===== config.mk =====
export PLATFORM = sky130hd
export DESIGN_NAME = lfs_fault_supervisor
export DESIGN_NICKNAME = d
export VERILOG_FILES = /design/src/design/lfs_pkg.sv /design/src/design/lfs_fault_supervisor.sv
export SDC_FILE = /design/constraint.sdc
export NUM_CORES = 1
export LEC_CHECK = 0
export ABC_AREA = 1
export BUFFER_PORTS_ARGS = -buffer_cell sky130_fd_sc_hd__buf_4
export CAP_MARGIN = 15
export CORE_UTILIZATION = 45
export CTS_CLUSTER_SIZE = 24
export DETAILED_ROUTE_END_ITERATION = 12
export PLACE_DENSITY = 0.64
export SYNTH_ARGS = -nofsm -noshare
export SYNTH_HDL_FRONTEND = slang
export SYNTH_SLANG_ARGS = --single-unit

===== constraint.sdc =====
create_clock -name ref_clk -period 2.6 [get_ports ref_clk]
set_input_delay 0.39 -clock ref_clk [delete_from_list [all_inputs] [get_ports ref_clk]]
set_output_delay 0.39 -clock ref_clk [all_outputs]
set_load 0.01 [all_outputs]

===== src/design/lfs_pkg.sv =====
// Constants, timing counts and types for the LED driver fault supervisor.
// Assumes a single free-running 20 MHz clock and a power-on reset.
// What this block does
// [RULE1] Overcurrent trip switches the high-side gate off at once; retry after 1ms.
// [RULE2] Overcurrent faults pull the fault pin low only on the second trip.
// [RULE3] Overcurrent fault releases the fault pin after 10ms with no further trip.
// [RULE4] Feedback above 2V: gate off and fault pin low at once, retry after 1ms.
// [RULE5] Over-voltage clears after feedback stays below 1.55V for 10ms.
// [RULE6] No dimming: feedback average below 0.2V for 10ms declares an open string.
// [RULE7] Dimming: low feedback passes 25us deglitch, then 128 PWM cycles, then open.
// [RULE8] Open fault clears after feedback is back at regulation for 10ms.
// [RULE9] No dimming: output below 1V for 10ms declares a shorted string.
// [RULE10] Dimming: low output passes 25us deglitch, then 128 PWM cycles, then short.
// [RULE11] Short fault clears after output stays above 1V for 10ms.
// [RULE12] Host selects dimming by driving a pulse train on the enable input.
// [RULE13] Fault pin is active-low open-drain, released while no fault is latched and feedback is not above 2V.
// [RULE14] Timers restart when their condition drops; PWM cycles counted on enable rises.
package lfs_pkg;
  localparam int CLK_PERIOD_NS = 50;
  localparam int RETRY_TIME_US = 1000;
  localparam int PERSIST_TIME_US = 10000;
  localparam int DEGLITCH_TIME_NS = 25000;
  // Least times round up to whole clock cycles
  localparam int RETRY_CYCLES = (RETRY_TIME_US * 1000 + CLK_PERIOD_NS - 1) / CLK_PERIOD_NS;
  localparam int PERSIST_CYCLES = (PERSIST_TIME_US * 1000 + CLK_PERIOD_NS - 1) / CLK_PERIOD_NS;
  localparam int DEGLITCH_CYCLES = (DEGLITCH_TIME_NS + CLK_PERIOD_NS - 1) / CLK_PERIOD_NS;
  localparam int PWM_CYCLES = 128;
  // Counter widths
  localparam int CNT_W = 18;
  localparam int DEG_W = 9;
  localparam int PWM_W = 8;
  // String detector indices
  localparam int STR_OPEN = 0;
  localparam int STR_SHORT = 1;
  localparam int STR_NUM = 2;
  // Reset values
  localparam logic FAULT_RST = 1'b0;
  localparam logic PWM_MODE_RST = 1'b0;
  localparam logic [CNT_W-1:0] CNT_RST = 18'h00000;
  localparam logic [DEG_W-1:0] DEG_RST = 9'h000;
  localparam logic [PWM_W-1:0] PWM_RST = 8'h00;
  // High-side switch sequencing
  typedef enum logic {SW_RUN, SW_RETRY} lfs_sw_t;
endpackage


===== src/design/lfs_fault_supervisor.sv =====
// Fault supervisor: gates the high-side switch and drives the fault pin.
// Assumes comparator levels synchronous to ref_clk and a host pull-up on the fault pin.
`timescale 1ns/1ns
module lfs_fault_supervisor #(
  parameter int RETRY_CYCLES_P = lfs_pkg::RETRY_CYCLES,     // 1ms retry wait
  parameter int PERSIST_CYCLES_P = lfs_pkg::PERSIST_CYCLES  // 10ms persistence window
) (
  input wire logic ref_clk,                 // 20 MHz clock
  input wire logic reset_n,                 // Power-on reset, active low
  input wire logic overcurrentTrip,         // Switch current above limit
  input wire logic feedbackSenseOver,       // Feedback above 2V
  input wire logic feedbackSenseRecovered,  // Feedback below 1.55V
  input wire logic feedbackSenseAvgLow,     // Feedback average below 0.2V
  input wire logic outputVoltLow,           // Filtered output below 1V
  input wire logic enablePwm,               // Enable / PWM dimming input
  output logic highSideOn,                  // High-side gate command
  output logic stringOff,                   // String shut off by open/short fault
  output logic faultReportLowOut,           // Fault pin output value, always low
  output logic faultReportLowOe             // Fault pin pull-down enable
);
  import lfs_pkg::*;

  localparam logic [CNT_W-1:0] RETRY_LAST = CNT_W'(RETRY_CYCLES_P - 1);
  localparam logic [CNT_W-1:0] PERSIST_LAST = CNT_W'(PERSIST_CYCLES_P - 1);
  localparam logic [DEG_W-1:0] DEG_LAST = DEG_W'(DEGLITCH_CYCLES - 1);
  localparam logic [PWM_W-1:0] PWM_LAST = PWM_W'(PWM_CYCLES - 1);

  lfs_sw_t swState_reg;
  logic [CNT_W-1:0] retryCnt_reg;
  logic ocpSeen_reg;
  logic ocpFault_reg;
  logic [CNT_W-1:0] ocpQuietCnt_reg;
  logic ovpFault_reg;
  logic [CNT_W-1:0] ovpClrCnt_reg;
  logic enPrev_reg;
  logic pwmMode_reg;
  logic [CNT_W-1:0] enHighCnt_reg;
  logic [STR_NUM-1:0] strFault_reg;
  logic [CNT_W-1:0] persistCnt_reg [STR_NUM];
  logic [DEG_W-1:0] deglitchCnt_reg [STR_NUM];
  logic [PWM_W-1:0] pwmCnt_reg [STR_NUM];

  logic tripNow;
  logic enRise;
  logic enFall;
  logic [STR_NUM-1:0] strCond;

  // Input decode shared by the sequencer and the detectors
  assign tripNow = overcurrentTrip | feedbackSenseOver;
  assign enRise = enablePwm & ~enPrev_reg;                   // [RULE14]
  assign enFall = ~enablePwm & enPrev_reg;
  assign strCond[STR_OPEN] = feedbackSenseAvgLow;
  assign strCond[STR_SHORT] = outputVoltLow;

  // Gate is killed combinationally so a trip needs no clock edge to act
  assign highSideOn = (swState_reg == SW_RUN) & ~tripNow & enablePwm & ~stringOff; // [RULE1] [RULE4]
  assign stringOff = |strFault_reg;                          // [RULE6] [RULE9]
  // Open-drain pin: only ever pulls low, released while nothing is latched and feedback is not over
  assign faultReportLowOut = 1'b0;                           // [RULE13]
  assign faultReportLowOe = ocpFault_reg | ovpFault_reg | feedbackSenseOver
                            | stringOff;                     // [RULE13] [RULE4]

  // Switch sequencer: off on any trip, back on after the retry wait
  always_ff @(posedge ref_clk or negedge reset_n) begin
    if (!reset_n) begin
      swState_reg <= SW_RUN;
      retryCnt_reg <= CNT_RST;
    end else begin
      unique case (swState_reg)
        SW_RUN: begin
          retryCnt_reg <= CNT_RST;
          if (tripNow) begin
            swState_reg <= SW_RETRY;                         // [RULE1] [RULE4]
          end
        end
        SW_RETRY: begin
          if (tripNow) begin
            retryCnt_reg <= CNT_RST;                         // A lingering trip restarts the wait
          end else if (retryCnt_reg == RETRY_LAST) begin
            swState_reg <= SW_RUN;                           // [RULE1]
            retryCnt_reg <= CNT_RST;
          end else begin
            retryCnt_reg <= retryCnt_reg + 1'b1;
          end
        end
      endcase
    end
  end

  // Overcurrent class: report on second trip, release after a quiet 10ms
  always_ff @(posedge ref_clk or negedge reset_n) begin
    if (!reset_n) begin
      ocpSeen_reg <= FAULT_RST;
      ocpFault_reg <= FAULT_RST;
      ocpQuietCnt_reg <= CNT_RST;
    end else if (overcurrentTrip) begin
      ocpSeen_reg <= 1'b1;
      ocpQuietCnt_reg <= CNT_RST;                            // [RULE14]
      if (ocpSeen_reg) begin
        ocpFault_reg <= 1'b1;                                // [RULE2]
      end
    end else if (ocpSeen_reg) begin
      if (ocpQuietCnt_reg == PERSIST_LAST) begin
        ocpSeen_reg <= 1'b0;                                 // [RULE3]
        ocpFault_reg <= 1'b0;
        ocpQuietCnt_reg <= CNT_RST;
      end else begin
        ocpQuietCnt_reg <= ocpQuietCnt_reg + 1'b1;
      end
    end
  end

  // Feedback over-voltage: latched at once, cleared after 10ms below recovery level
  always_ff @(posedge ref_clk or negedge reset_n) begin
    if (!reset_n) begin
      ovpFault_reg <= FAULT_RST;
      ovpClrCnt_reg <= CNT_RST;
    end else if (feedbackSenseOver) begin
      ovpFault_reg <= 1'b1;                                  // [RULE4]
      ovpClrCnt_reg <= CNT_RST;
    end else if (ovpFault_reg && feedbackSenseRecovered) begin
      if (ovpClrCnt_reg == PERSIST_LAST) begin
        ovpFault_reg <= 1'b0;                                // [RULE5]
        ovpClrCnt_reg <= CNT_RST;
      end else begin
        ovpClrCnt_reg <= ovpClrCnt_reg + 1'b1;
      end
    end else begin
      ovpClrCnt_reg <= CNT_RST;                              // [RULE14]
    end
  end

  // Dimming detect: a low pulse on enable selects cycle counting,
  // 10ms of steady high returns to time-based filtering
  always_ff @(posedge ref_clk or negedge reset_n) begin
    if (!reset_n) begin
      enPrev_reg <= 1'b0;
      pwmMode_reg <= PWM_MODE_RST;
      enHighCnt_reg <= CNT_RST;
    end else begin
      enPrev_reg <= enablePwm;
      if (!enablePwm) begin
        enHighCnt_reg <= CNT_RST;
        if (enFall) begin
          pwmMode_reg <= 1'b1;                               // [RULE12]
        end
      end else if (enHighCnt_reg == PERSIST_LAST) begin
        pwmMode_reg <= 1'b0;                                 // [RULE12]
      end else begin
        enHighCnt_reg <= enHighCnt_reg + 1'b1;
      end
    end
  end

  // Open and short detectors share one structure; the persistence counter
  // times detection while clear without dimming, and recovery while latched
  for (genvar i = 0; i < STR_NUM; i++) begin : g_str
    always_ff @(posedge ref_clk or negedge reset_n) begin
      if (!reset_n) begin
        strFault_reg[i] <= FAULT_RST;
        persistCnt_reg[i] <= CNT_RST;
        deglitchCnt_reg[i] <= DEG_RST;
        pwmCnt_reg[i] <= PWM_RST;
      end else if (!strFault_reg[i]) begin
        if (!strCond[i]) begin
          persistCnt_reg[i] <= CNT_RST;                      // [RULE14]
          deglitchCnt_reg[i] <= DEG_RST;
          pwmCnt_reg[i] <= PWM_RST;
        end else if (pwmMode_reg) begin
          persistCnt_reg[i] <= CNT_RST;
          if (deglitchCnt_reg[i] != DEG_LAST) begin
            deglitchCnt_reg[i] <= deglitchCnt_reg[i] + 1'b1; // [RULE7] [RULE10]
          end else if (enRise) begin
            if (pwmCnt_reg[i] == PWM_LAST) begin
              strFault_reg[i] <= 1'b1;                       // [RULE7] [RULE10]
              pwmCnt_reg[i] <= PWM_RST;
            end else begin
              pwmCnt_reg[i] <= pwmCnt_reg[i] + 1'b1;         // [RULE14]
            end
          end
        end else begin
          deglitchCnt_reg[i] <= DEG_RST;
          pwmCnt_reg[i] <= PWM_RST;
          if (persistCnt_reg[i] == PERSIST_LAST) begin
            strFault_reg[i] <= 1'b1;                         // [RULE6] [RULE9]
            persistCnt_reg[i] <= CNT_RST;
          end else begin
            persistCnt_reg[i] <= persistCnt_reg[i] + 1'b1;
          end
        end
      end else begin
        deglitchCnt_reg[i] <= DEG_RST;
        pwmCnt_reg[i] <= PWM_RST;
        if (strCond[i]) begin
          persistCnt_reg[i] <= CNT_RST;                      // [RULE14]
        end else if (persistCnt_reg[i] == PERSIST_LAST) begin
          strFault_reg[i] <= 1'b0;                           // [RULE8] [RULE11]
          persistCnt_reg[i] <= CNT_RST;
        end else begin
          persistCnt_reg[i] <= persistCnt_reg[i] + 1'b1;
        end
      end
    end

  end
endmodule


==> impl_metrics.json, run 1 <==
{
  "outcome": "finished with violations",
  "violations": "DRC",
  "finalCriticalPeriod_ns": 1.92,
  "utilization_pct": 51.6,
  "total_die_area_mm2": 0.0191,
  "n_fill_cell": 1744,
  "critical_path_fanouts_max": 6,
  "insertedDiodeCount": 0,
  "yosys.area.top_type": "sky130_fd_sc_hd__dfrtp_1",
  "rsz0062_at_grt": "no",
  "netlist_top_cells_area": "sky130_fd_sc_hd__dfrtp_1, sky130_fd_sc_hd__nand2_1, sky130_fd_sc_hd__nor2_1, sky130_fd_sc_hd__inv_1, sky130_fd_sc_hd__nand3_1",
  "grt_pass1_wl_mm": 29.3,
  "timing_worst_setup_path_type": "reg2out",
  "numClockSinks": 150,
  "starting_density_of_the_core_pct": 46.2,
  "end_kind": "primary output",
  "layout.cells.most_common": "sky130_fd_sc_hd__nand2_1",
  "edff_count_synth": 0,
  "boundaryPins": 12,
  "vdd.ir_drop.worst_v": 0.000468,
  "postSynthCellCount": 1144,
  "die_width_um": 138,
  "finalNetCount": 1187,
  "cts_setup_buffers": 0,
  "timing.rr.end": "ovpClrCnt_reg[15]$_DFF_PN0_",
  "detail_route.first_pass.iterations": 8,
  "hp-class": "in2reg",
  "syn2layout_area_growth_pct": 11.7,
  "total_power_mw": 5.16,
  "antenna_violating_nets_post_route": 0,
  "tritoncts": "built",
  "clock_tree.htree_level_count": 4,
  "hold_violations": 0,
  "timing.final.crit_share_pct": 74.0,
  "place_hpwl_mm": 11.7,
  "setup.worst_path.start_class": "flop",
  "largest_register_ff_count": 36,
  "detailedRoute.firstIterationViolations": 291,
  "fp-row-count": 49,
  "reg2reg_slack_ns": 0.83,
  "final.setup.tns_ns": 0,
  "slew-limit-headroom_pct": 65.1,
  "post_synth_cell_types": 42,
  "vias_per_cell": 4.87,
  "clkTransAtPathRegs_ns": 0.06,
  "max_cap_violations": 0,
  "worst-endpoint-arrival_ns": 1.53,
  "synth_seq_area_share_pct": 44.9,
  "buffer_ports.inserted": 10,
  "synth.cell_area_mm2": 0.00836,
  "die_height_um": 138,
  "postSynth.asyncResetShare_pct": 100,
  "gr-total-overflow": 0,
  "drc": 4,
  "clock_tree.root_cell": "sky130_fd_sc_hd__clkbuf_16",
  "timing_worst_slew_pin_value_ns": 0.524,
  "finClkSkew_ns": 0.00812,
  "gp_routability_congestion": 0.857,
  "cp_data_required_time_ns": 2.21,
  "drt_wl_total_mm": 16.3,
  "worstRegToRegCells": 10,
  "core-area_mm2": 0.0181,
  "synthesis.area_per_instance_um2": 7.30,
  "grt_max_degree": 56,
  "synth_top_flop_cell": "sky130_fd_sc_hd__dfrtp_1",
  "timing.critical_path.to": "highSideOn",
  "total_number_of_vias": 6868,
  "crit_startpoint": "strFault_reg[1]$_DFF_PN0_",
  "clk-insertion-delay-late_ns": 0.42,
  "grt_antenna_before_repair": 0,
  "first_global_vias": 6609,
  "layout-drive-gt1-share_pct": 7.95,
  "ys.warnings.count": 0,
  "fmaxAchievable_mhz": 520,
  "syn_nets": 1162,
  "postCtsResizedCells": 0,
  "setup_viol": 0,
  "ys_ff_latch": 150,
  "drv_slew": 0,
  "worst_r2r_startpoint": "ovpClrCnt_reg[0]$_DFF_PN0_",
  "power-per-cell-area_mw_per_mm2": 553,
  "tritoncts.num_buffers": 17,
  "commonest_non_fill_non_tap_cells_in_the_layout": "sky130_fd_sc_hd__nand2_1, sky130_fd_sc_hd__nor2_1, sky130_fd_sc_hd__inv_1",
  "routed_wl_per_cell_um": 11.6,
  "final-instance-count-excl-fill": 1411,
  "synth_top_area_share_pct": 44.9,
  "cts.path.max_buffers": 2,
  "power_leakage_nw": 4.24,
  "placed_insts": 1378,
  "hold_path_startpoint": "feedbackSenseOver",
  "global_route_total_usage_across_every_layer_pct": 18.5
}
-- through the flow --
stage / setup WS, ns / hold slack (ns) / instance area [um2]
floorplan: 1.17 / 0.0944 / 8360
global placement: 0.818 / 0.389 / 8690
detailed placement: 0.792 / 0.396 / 8690
CTS: 0.664 / 0.145 / 9330
global route: 0.553 / 0.162 / 9330
finish: 0.676 / 0.164 / 9330
-- routing by layer --
metal	GRT usage [%]	wire (um)
met2	30.6	7600
met3	4.36	545
met4	4.97	111
met1	24.4	8050
met5	0	0
-- cell usage after synthesis (3+ instances only) --
cell type and count:
sky130_fd_sc_hd__nand2_1 272, sky130_fd_sc_hd__nor2_1 229, sky130_fd_sc_hd__inv_1 152, sky130_fd_sc_hd__dfrtp_1 150
sky130_fd_sc_hd__nand3_1 87, sky130_fd_sc_hd__o21ai_0 37, sky130_fd_sc_hd__nor3_1 33, sky130_fd_sc_hd__a21oi_1 29
sky130_fd_sc_hd__nand4_1 29, sky130_fd_sc_hd__xor2_1 24, sky130_fd_sc_hd__nor2_2 16, sky130_fd_sc_hd__xnor2_1 12
sky130_fd_sc_hd__ha_1 10, sky130_fd_sc_hd__nand2_2 8, sky130_fd_sc_hd__nor2_4 5, sky130_fd_sc_hd__inv_2 4
sky130_fd_sc_hd__nand3_2 4, sky130_fd_sc_hd__nor3b_1 4, sky130_fd_sc_hd__buf_4 3, sky130_fd_sc_hd__buf_6 3
sky130_fd_sc_hd__nor3_2 3, sky130_fd_sc_hd__o21bai_1 3, sky130_fd_sc_hd__or2_2 3
-- repair_timing --
item                                    CTS  global route
hold buffers                              1             0
endpoints found under the hold margin    52             0
endpoints found under the setup margin    0             0
-- cells by family after synthesis --
family                     Yosys count  synth area share [%]
buffers and inverters              165                  7.83
muxes                                1                 0.120
DFF                                150                  44.9
other                                1                0.0449
and+or+nand+nor                    700                  36.5
AOI/OAI and AO/OA                   81                  5.30
xor gates and xnor gates            36                  3.77
adders and majority gates           10                  1.50
-- critical path: stages (launching register included) --
cell	delay [ns]
sky130_fd_sc_hd__dfrtp_1	0.43
sky130_fd_sc_hd__nor2_1	0.33
sky130_fd_sc_hd__inv_1	0.10
sky130_fd_sc_hd__nor2_1	0.12
sky130_fd_sc_hd__buf_4	0.13
-- report_power, final --
part           internal, mW  switching (mW)  total (mW)  leakage (nW)
clock                  1.62            1.02        2.64         0.298
sequential             2.35          0.0193        2.37          2.05
combinational        0.0411           0.111       0.152          1.89
total                  4.01            1.15        5.16          4.24
-- worst min path at each step --
stage,endpoint,slack [ns],cells past startpoint
finish,ovpClrCnt_reg[14]$_DFF_PN0_,0.16,2
global route,ovpClrCnt_reg[14]$_DFF_PN0_,0.16,2
CTS,ovpClrCnt_reg[14]$_DFF_PN0_,0.14,2
detailed placement,deglitchCnt_reg[5]$_DFFE_PN0P_,0.40,1
global placement,deglitchCnt_reg[6]$_DFFE_PN0P_,0.39,1
floorplan,deglitchCnt_reg[0]$_DFFE_PN0P_,0.09,0
-- cell type report --
| cell class | count | area [um2] | area share (%) |
|---|---|---|---|
| multi-input cells | 829 | 3950 | 42.3 |
| clock inverters | 14 | 200 | 2.14 |
| well taps | 229 | 287 | 3.07 |
| clock buffers | 18 | 429 | 4.60 |
| flip-flops and latches | 150 | 3750 | 40.2 |
| inverters | 156 | 586 | 6.27 |
| repair buffers | 15 | 131 | 1.41 |
Power figures use the tool's default switching activity.
==> run 2: changes to the inputs <==
- ABC_AREA: 1 -> 0
- clock period: 2.6 -> 2 ns (I/O delays scaled with it)
==> run 2 against run 1 <==
  * The run ends with setup timing left
  * Critical path depth increased by 1
  * Power up 23%
  * Clock skew is 0.00082 ns lower
==> impl_metrics.json, run 2 <==
{
  "fp-row-count": 47,
  "antenna_violating_nets_post_route": 0,
  "power-per-cell-area_mw_per_mm2": 712,
  "vias_per_cell": 5.63,
  "setup.worst_path.start_class": "flop",
  "post_synth_cell_types": 57,
  "total_die_area_mm2": 0.0177,
  "largest_register_ff_count": 36,
  "globalRouteMet1Util_pct": 24.0,
  "clk-insertion-delay-late_ns": 0.42,
  "global_route_track_usage_on_met2_pct": 32.1,
  "synth_top_area_share_pct": 48.5,
  "cp_data_required_time_ns": 2.30,
  "timing.rr.end": "retryCnt_reg[7]$_DFF_PN0_",
  "ys.warnings.count": 0,
  "layout-drive-gt1-share_pct": 11.5,
  "end_kind": "flop",
  "grt.met3_usage_pct": 4.68,
  "rsz0062_at_grt": "yes",
  "boundaryPins": 12,
  "worst_r2r_startpoint": "retryCnt_reg[13]$_DFF_PN0_",
  "total_number_of_vias": 6094,
  "violations": "setup timing",
  "netlist_top_cells_area": "sky130_fd_sc_hd__dfrtp_1, sky130_fd_sc_hd__xnor2_1, sky130_fd_sc_hd__nor2_1, sky130_fd_sc_hd__xor2_1, sky130_fd_sc_hd__nand3_1",
  "global_route_total_usage_across_every_layer_pct": 19.0,
  "die_width_um": 133,
  "place_hpwl_mm": 10.6,
  "slew-limit-headroom_pct": 56.6,
  "reg2reg_slack_ns": -0.02,
  "hold-path-cell-count": 2,
  "ys_ff_latch": 150,
  "worstRegToRegCells": 5,
  "syn_nets": 826,
  "layout_setup_ws_ns": -0.0233,
  "synth_top_cells_by_count": "sky130_fd_sc_hd__dfrtp_1, sky130_fd_sc_hd__nor2_1, sky130_fd_sc_hd__nand2_1",
  "gr-total-overflow": 0,
  "numClockSinks": 150,
  "starting_density_of_the_core_pct": 46.3,
  "synth_seq_area_share_pct": 48.5,
  "layout.cells.most_common": "sky130_fd_sc_hd__dfrtp_1",
  "yosys.area_share.xor_xnor_pct": 9.06,
  "utilization_pct": 53.3,
  "clock_tree.root_cell": "sky130_fd_sc_hd__clkbuf_16",
  "cts.path.max_buffers": 2,
  "commonest_non_fill_non_tap_cells_in_the_layout": "sky130_fd_sc_hd__dfrtp_1, sky130_fd_sc_hd__nor2_1, sky130_fd_sc_hd__nand2_1",
  "routed_wl_per_cell_um": 14.3,
  "timing.final.crit_share_pct": 101,
  "hp-class": "in2reg",
  "worst-endpoint-arrival_ns": 2.33,
  "gp_routability_congestion": 0.816,
  "synth_area_in_compound_gates_pct": 8.17,
  "synthesis.area_per_instance_um2": 9.57,
  "postSynthCellCount": 808,
  "clkTransAtPathRegs_ns": 0.06,
  "drv_slew": 0,
  "detailedRoute.firstIterationViolations": 351,
  "global_route.peak_usage_layer": "met2",
  "setup_viol": 21,
  "finalCriticalPeriod_ns": 2.02,
  "clock_tree.htree_level_count": 4,
  "grt_max_degree": 54,
  "drt_wl_total_mm": 15.5,
  "finClkSkew_ns": 0.00730,
  "max_cap_violations": 0,
  "outcome": "finished with violations",
  "synth-simple-area-share_pct": 28.6,
  "yosys.area.top_type": "sky130_fd_sc_hd__dfrtp_1",
  "core-area_mm2": 0.0167,
  "pre_cts_slack_ns": -0.0204,
  "tritoncts": "built",
  "detail_route.first_pass.iterations": 5,
  "yosys.cell_count.top_type": "sky130_fd_sc_hd__dfrtp_1",
  "finalNetCount": 868,
  "post_synth_mux_area_share_pct": 1.29,
  "syn2layout_area_growth_pct": 15.1,
  "synthesized_area_fraction_occupied_by_adder_cells_pct": 1.62,
  "power_leakage_nw": 3.59,
  "tritoncts.num_buffers": 17,
  "edff_count_synth": 0,
  "timing_worst_setup_path_type": "reg2reg",
  "first_global_vias": 6140,
  "insertedDiodeCount": 0,
  "buffer_ports.inserted": 10,
  "postSynth.asyncResetShare_pct": 100,
  "fmaxAchievable_mhz": 494,
  "hold_path_startpoint": "feedbackSenseOver",
  "synth_top_flop_cell": "sky130_fd_sc_hd__dfrtp_1",
  "drc": 0,
  "critical_path_fanouts_max": 18,
  "synth_top_family_by_area": "simple AND/OR/NAND/NOR gates",
  "timing.hold.worst_endpoint": "ovpFault_reg$_DFFE_PN0P_",
  "hold_violations": 0,
  "timing_worst_slew_pin_value_ns": 0.650,
  "vdd.ir_drop.worst_v": 0.000541,
  "die_height_um": 133,
  "n_fill_cell": 1507,
  "grt_pass1_wl_mm": 27.7,
  "grt_antenna_before_repair": 0,
  "synth.cell_area_mm2": 0.00773
}
## run 2: changes by cell type in the layout (fill, tap and decap cells not counted), sizes merged, moves of 26 or more
cell   change
nor2     -160
nand2    -225
or3       +26
nand3     -40
xnor2     +30
buf       +34
inv      -135
## run 2: routing by layer
| metal | vias up | part of all wire, % |
|---|---|---|
| met3 | 11 | 2.8 |
| li1 | 2992 | - |
| met4 | 0 | 0.69 |
| met1 | 3019 | 46 |
| met2 | 72 | 50 |
| met5 | - | 0 |
## run 2: power by group
group	switching (mW)	internal (mW)
combinational	0.158	0.0809
clock	1.25	1.76
sequential	0.0270	3.06
total	1.43	4.90
## run 2: area by class of cell
| cell class | count | area [um2] | share of cell area [%] |
|---|---|---|---|
| clock buffers | 19 | 453 | 5.09 |
| multi-input cells | 608 | 3790 | 42.6 |
| flip-flops and latches | 150 | 3760 | 42.2 |
| well taps | 220 | 275 | 3.09 |
| inverters | 24 | 90.1 | 1.01 |
| clock inverters | 13 | 108 | 1.21 |
| repair buffers | 49 | 428 | 4.81 |
## run 2: repair_timing
item / CTS / global route
setup endpoints to repair: 30 / 36
hold buffers: 1 / 0
gates resized for setup: 3 / 4
buffers inserted: 1 / 3
pin swaps: 1 / 1
endpoints found under the hold margin: 50 / 0
## run 2: how the worst max path moves through the flow
stage	start	slack, ns	endpoint	cells past startpoint
floorplan	retryCnt_reg[12]$_DFF_PN0_	-0.02	retryCnt_reg[13]$_DFF_PN0_	5
global placement	retryCnt_reg[13]$_DFF_PN0_	-0.002	retryCnt_reg[14]$_DFF_PN0_	5
detailed placement	retryCnt_reg[13]$_DFF_PN0_	-0.02	retryCnt_reg[15]$_DFF_PN0_	5
CTS	retryCnt_reg[13]$_DFF_PN0_	-0.03	retryCnt_reg[7]$_DFF_PN0_	5
global route	retryCnt_reg[13]$_DFF_PN0_	-0.09	retryCnt_reg[7]$_DFF_PN0_	5
finish	retryCnt_reg[13]$_DFF_PN0_	-0.02	retryCnt_reg[7]$_DFF_PN0_	5
## run 2: stage by stage
| step | std cells | TNS, ns | power (mW) | hold WS [ns] | area (um2) |
|---|---|---|---|---|---|
| 5_1_grt | 1083 | -2.16 | 6.58 | 0.0903 | 8900 |
| 4_1_cts | 1080 | -0.492 | 6.41 | 0.0892 | 8860 |
| 3_3_place_gp | 1046 | -0.00981 | 3.37 | 0.292 | 8280 |
| 6_report | 1083 | -0.213 | 6.33 | 0.110 | 8900 |
| 2_1_floorplan | 808 | -0.242 | 3.24 | 0.00441 | 7730 |
| 3_5_place_dp | 1046 | -0.257 | 3.38 | 0.297 | 8280 |
## run 2: critical path: stages, from the launching register on
cell and delay (ns):
sky130_fd_sc_hd__dfrtp_1 0.42, sky130_fd_sc_hd__or4_1 0.51, sky130_fd_sc_hd__or4_4 0.54, sky130_fd_sc_hd__o211ai_4 0.21, sky130_fd_sc_hd__buf_12 0.17, sky130_fd_sc_hd__nor2_1 0.06
## run 2: cells by family (layout without fill, tap and decap cells)
kind of cell	Yosys count	after routing
and+or+nand+nor	406	406
adders and majority gates	10	10
muxes	10	10
other	1	1
buffers and inverters	50	105
xor gates and xnor gates	80	80
AOI/OAI and AO/OA	101	101
DFF	150	150
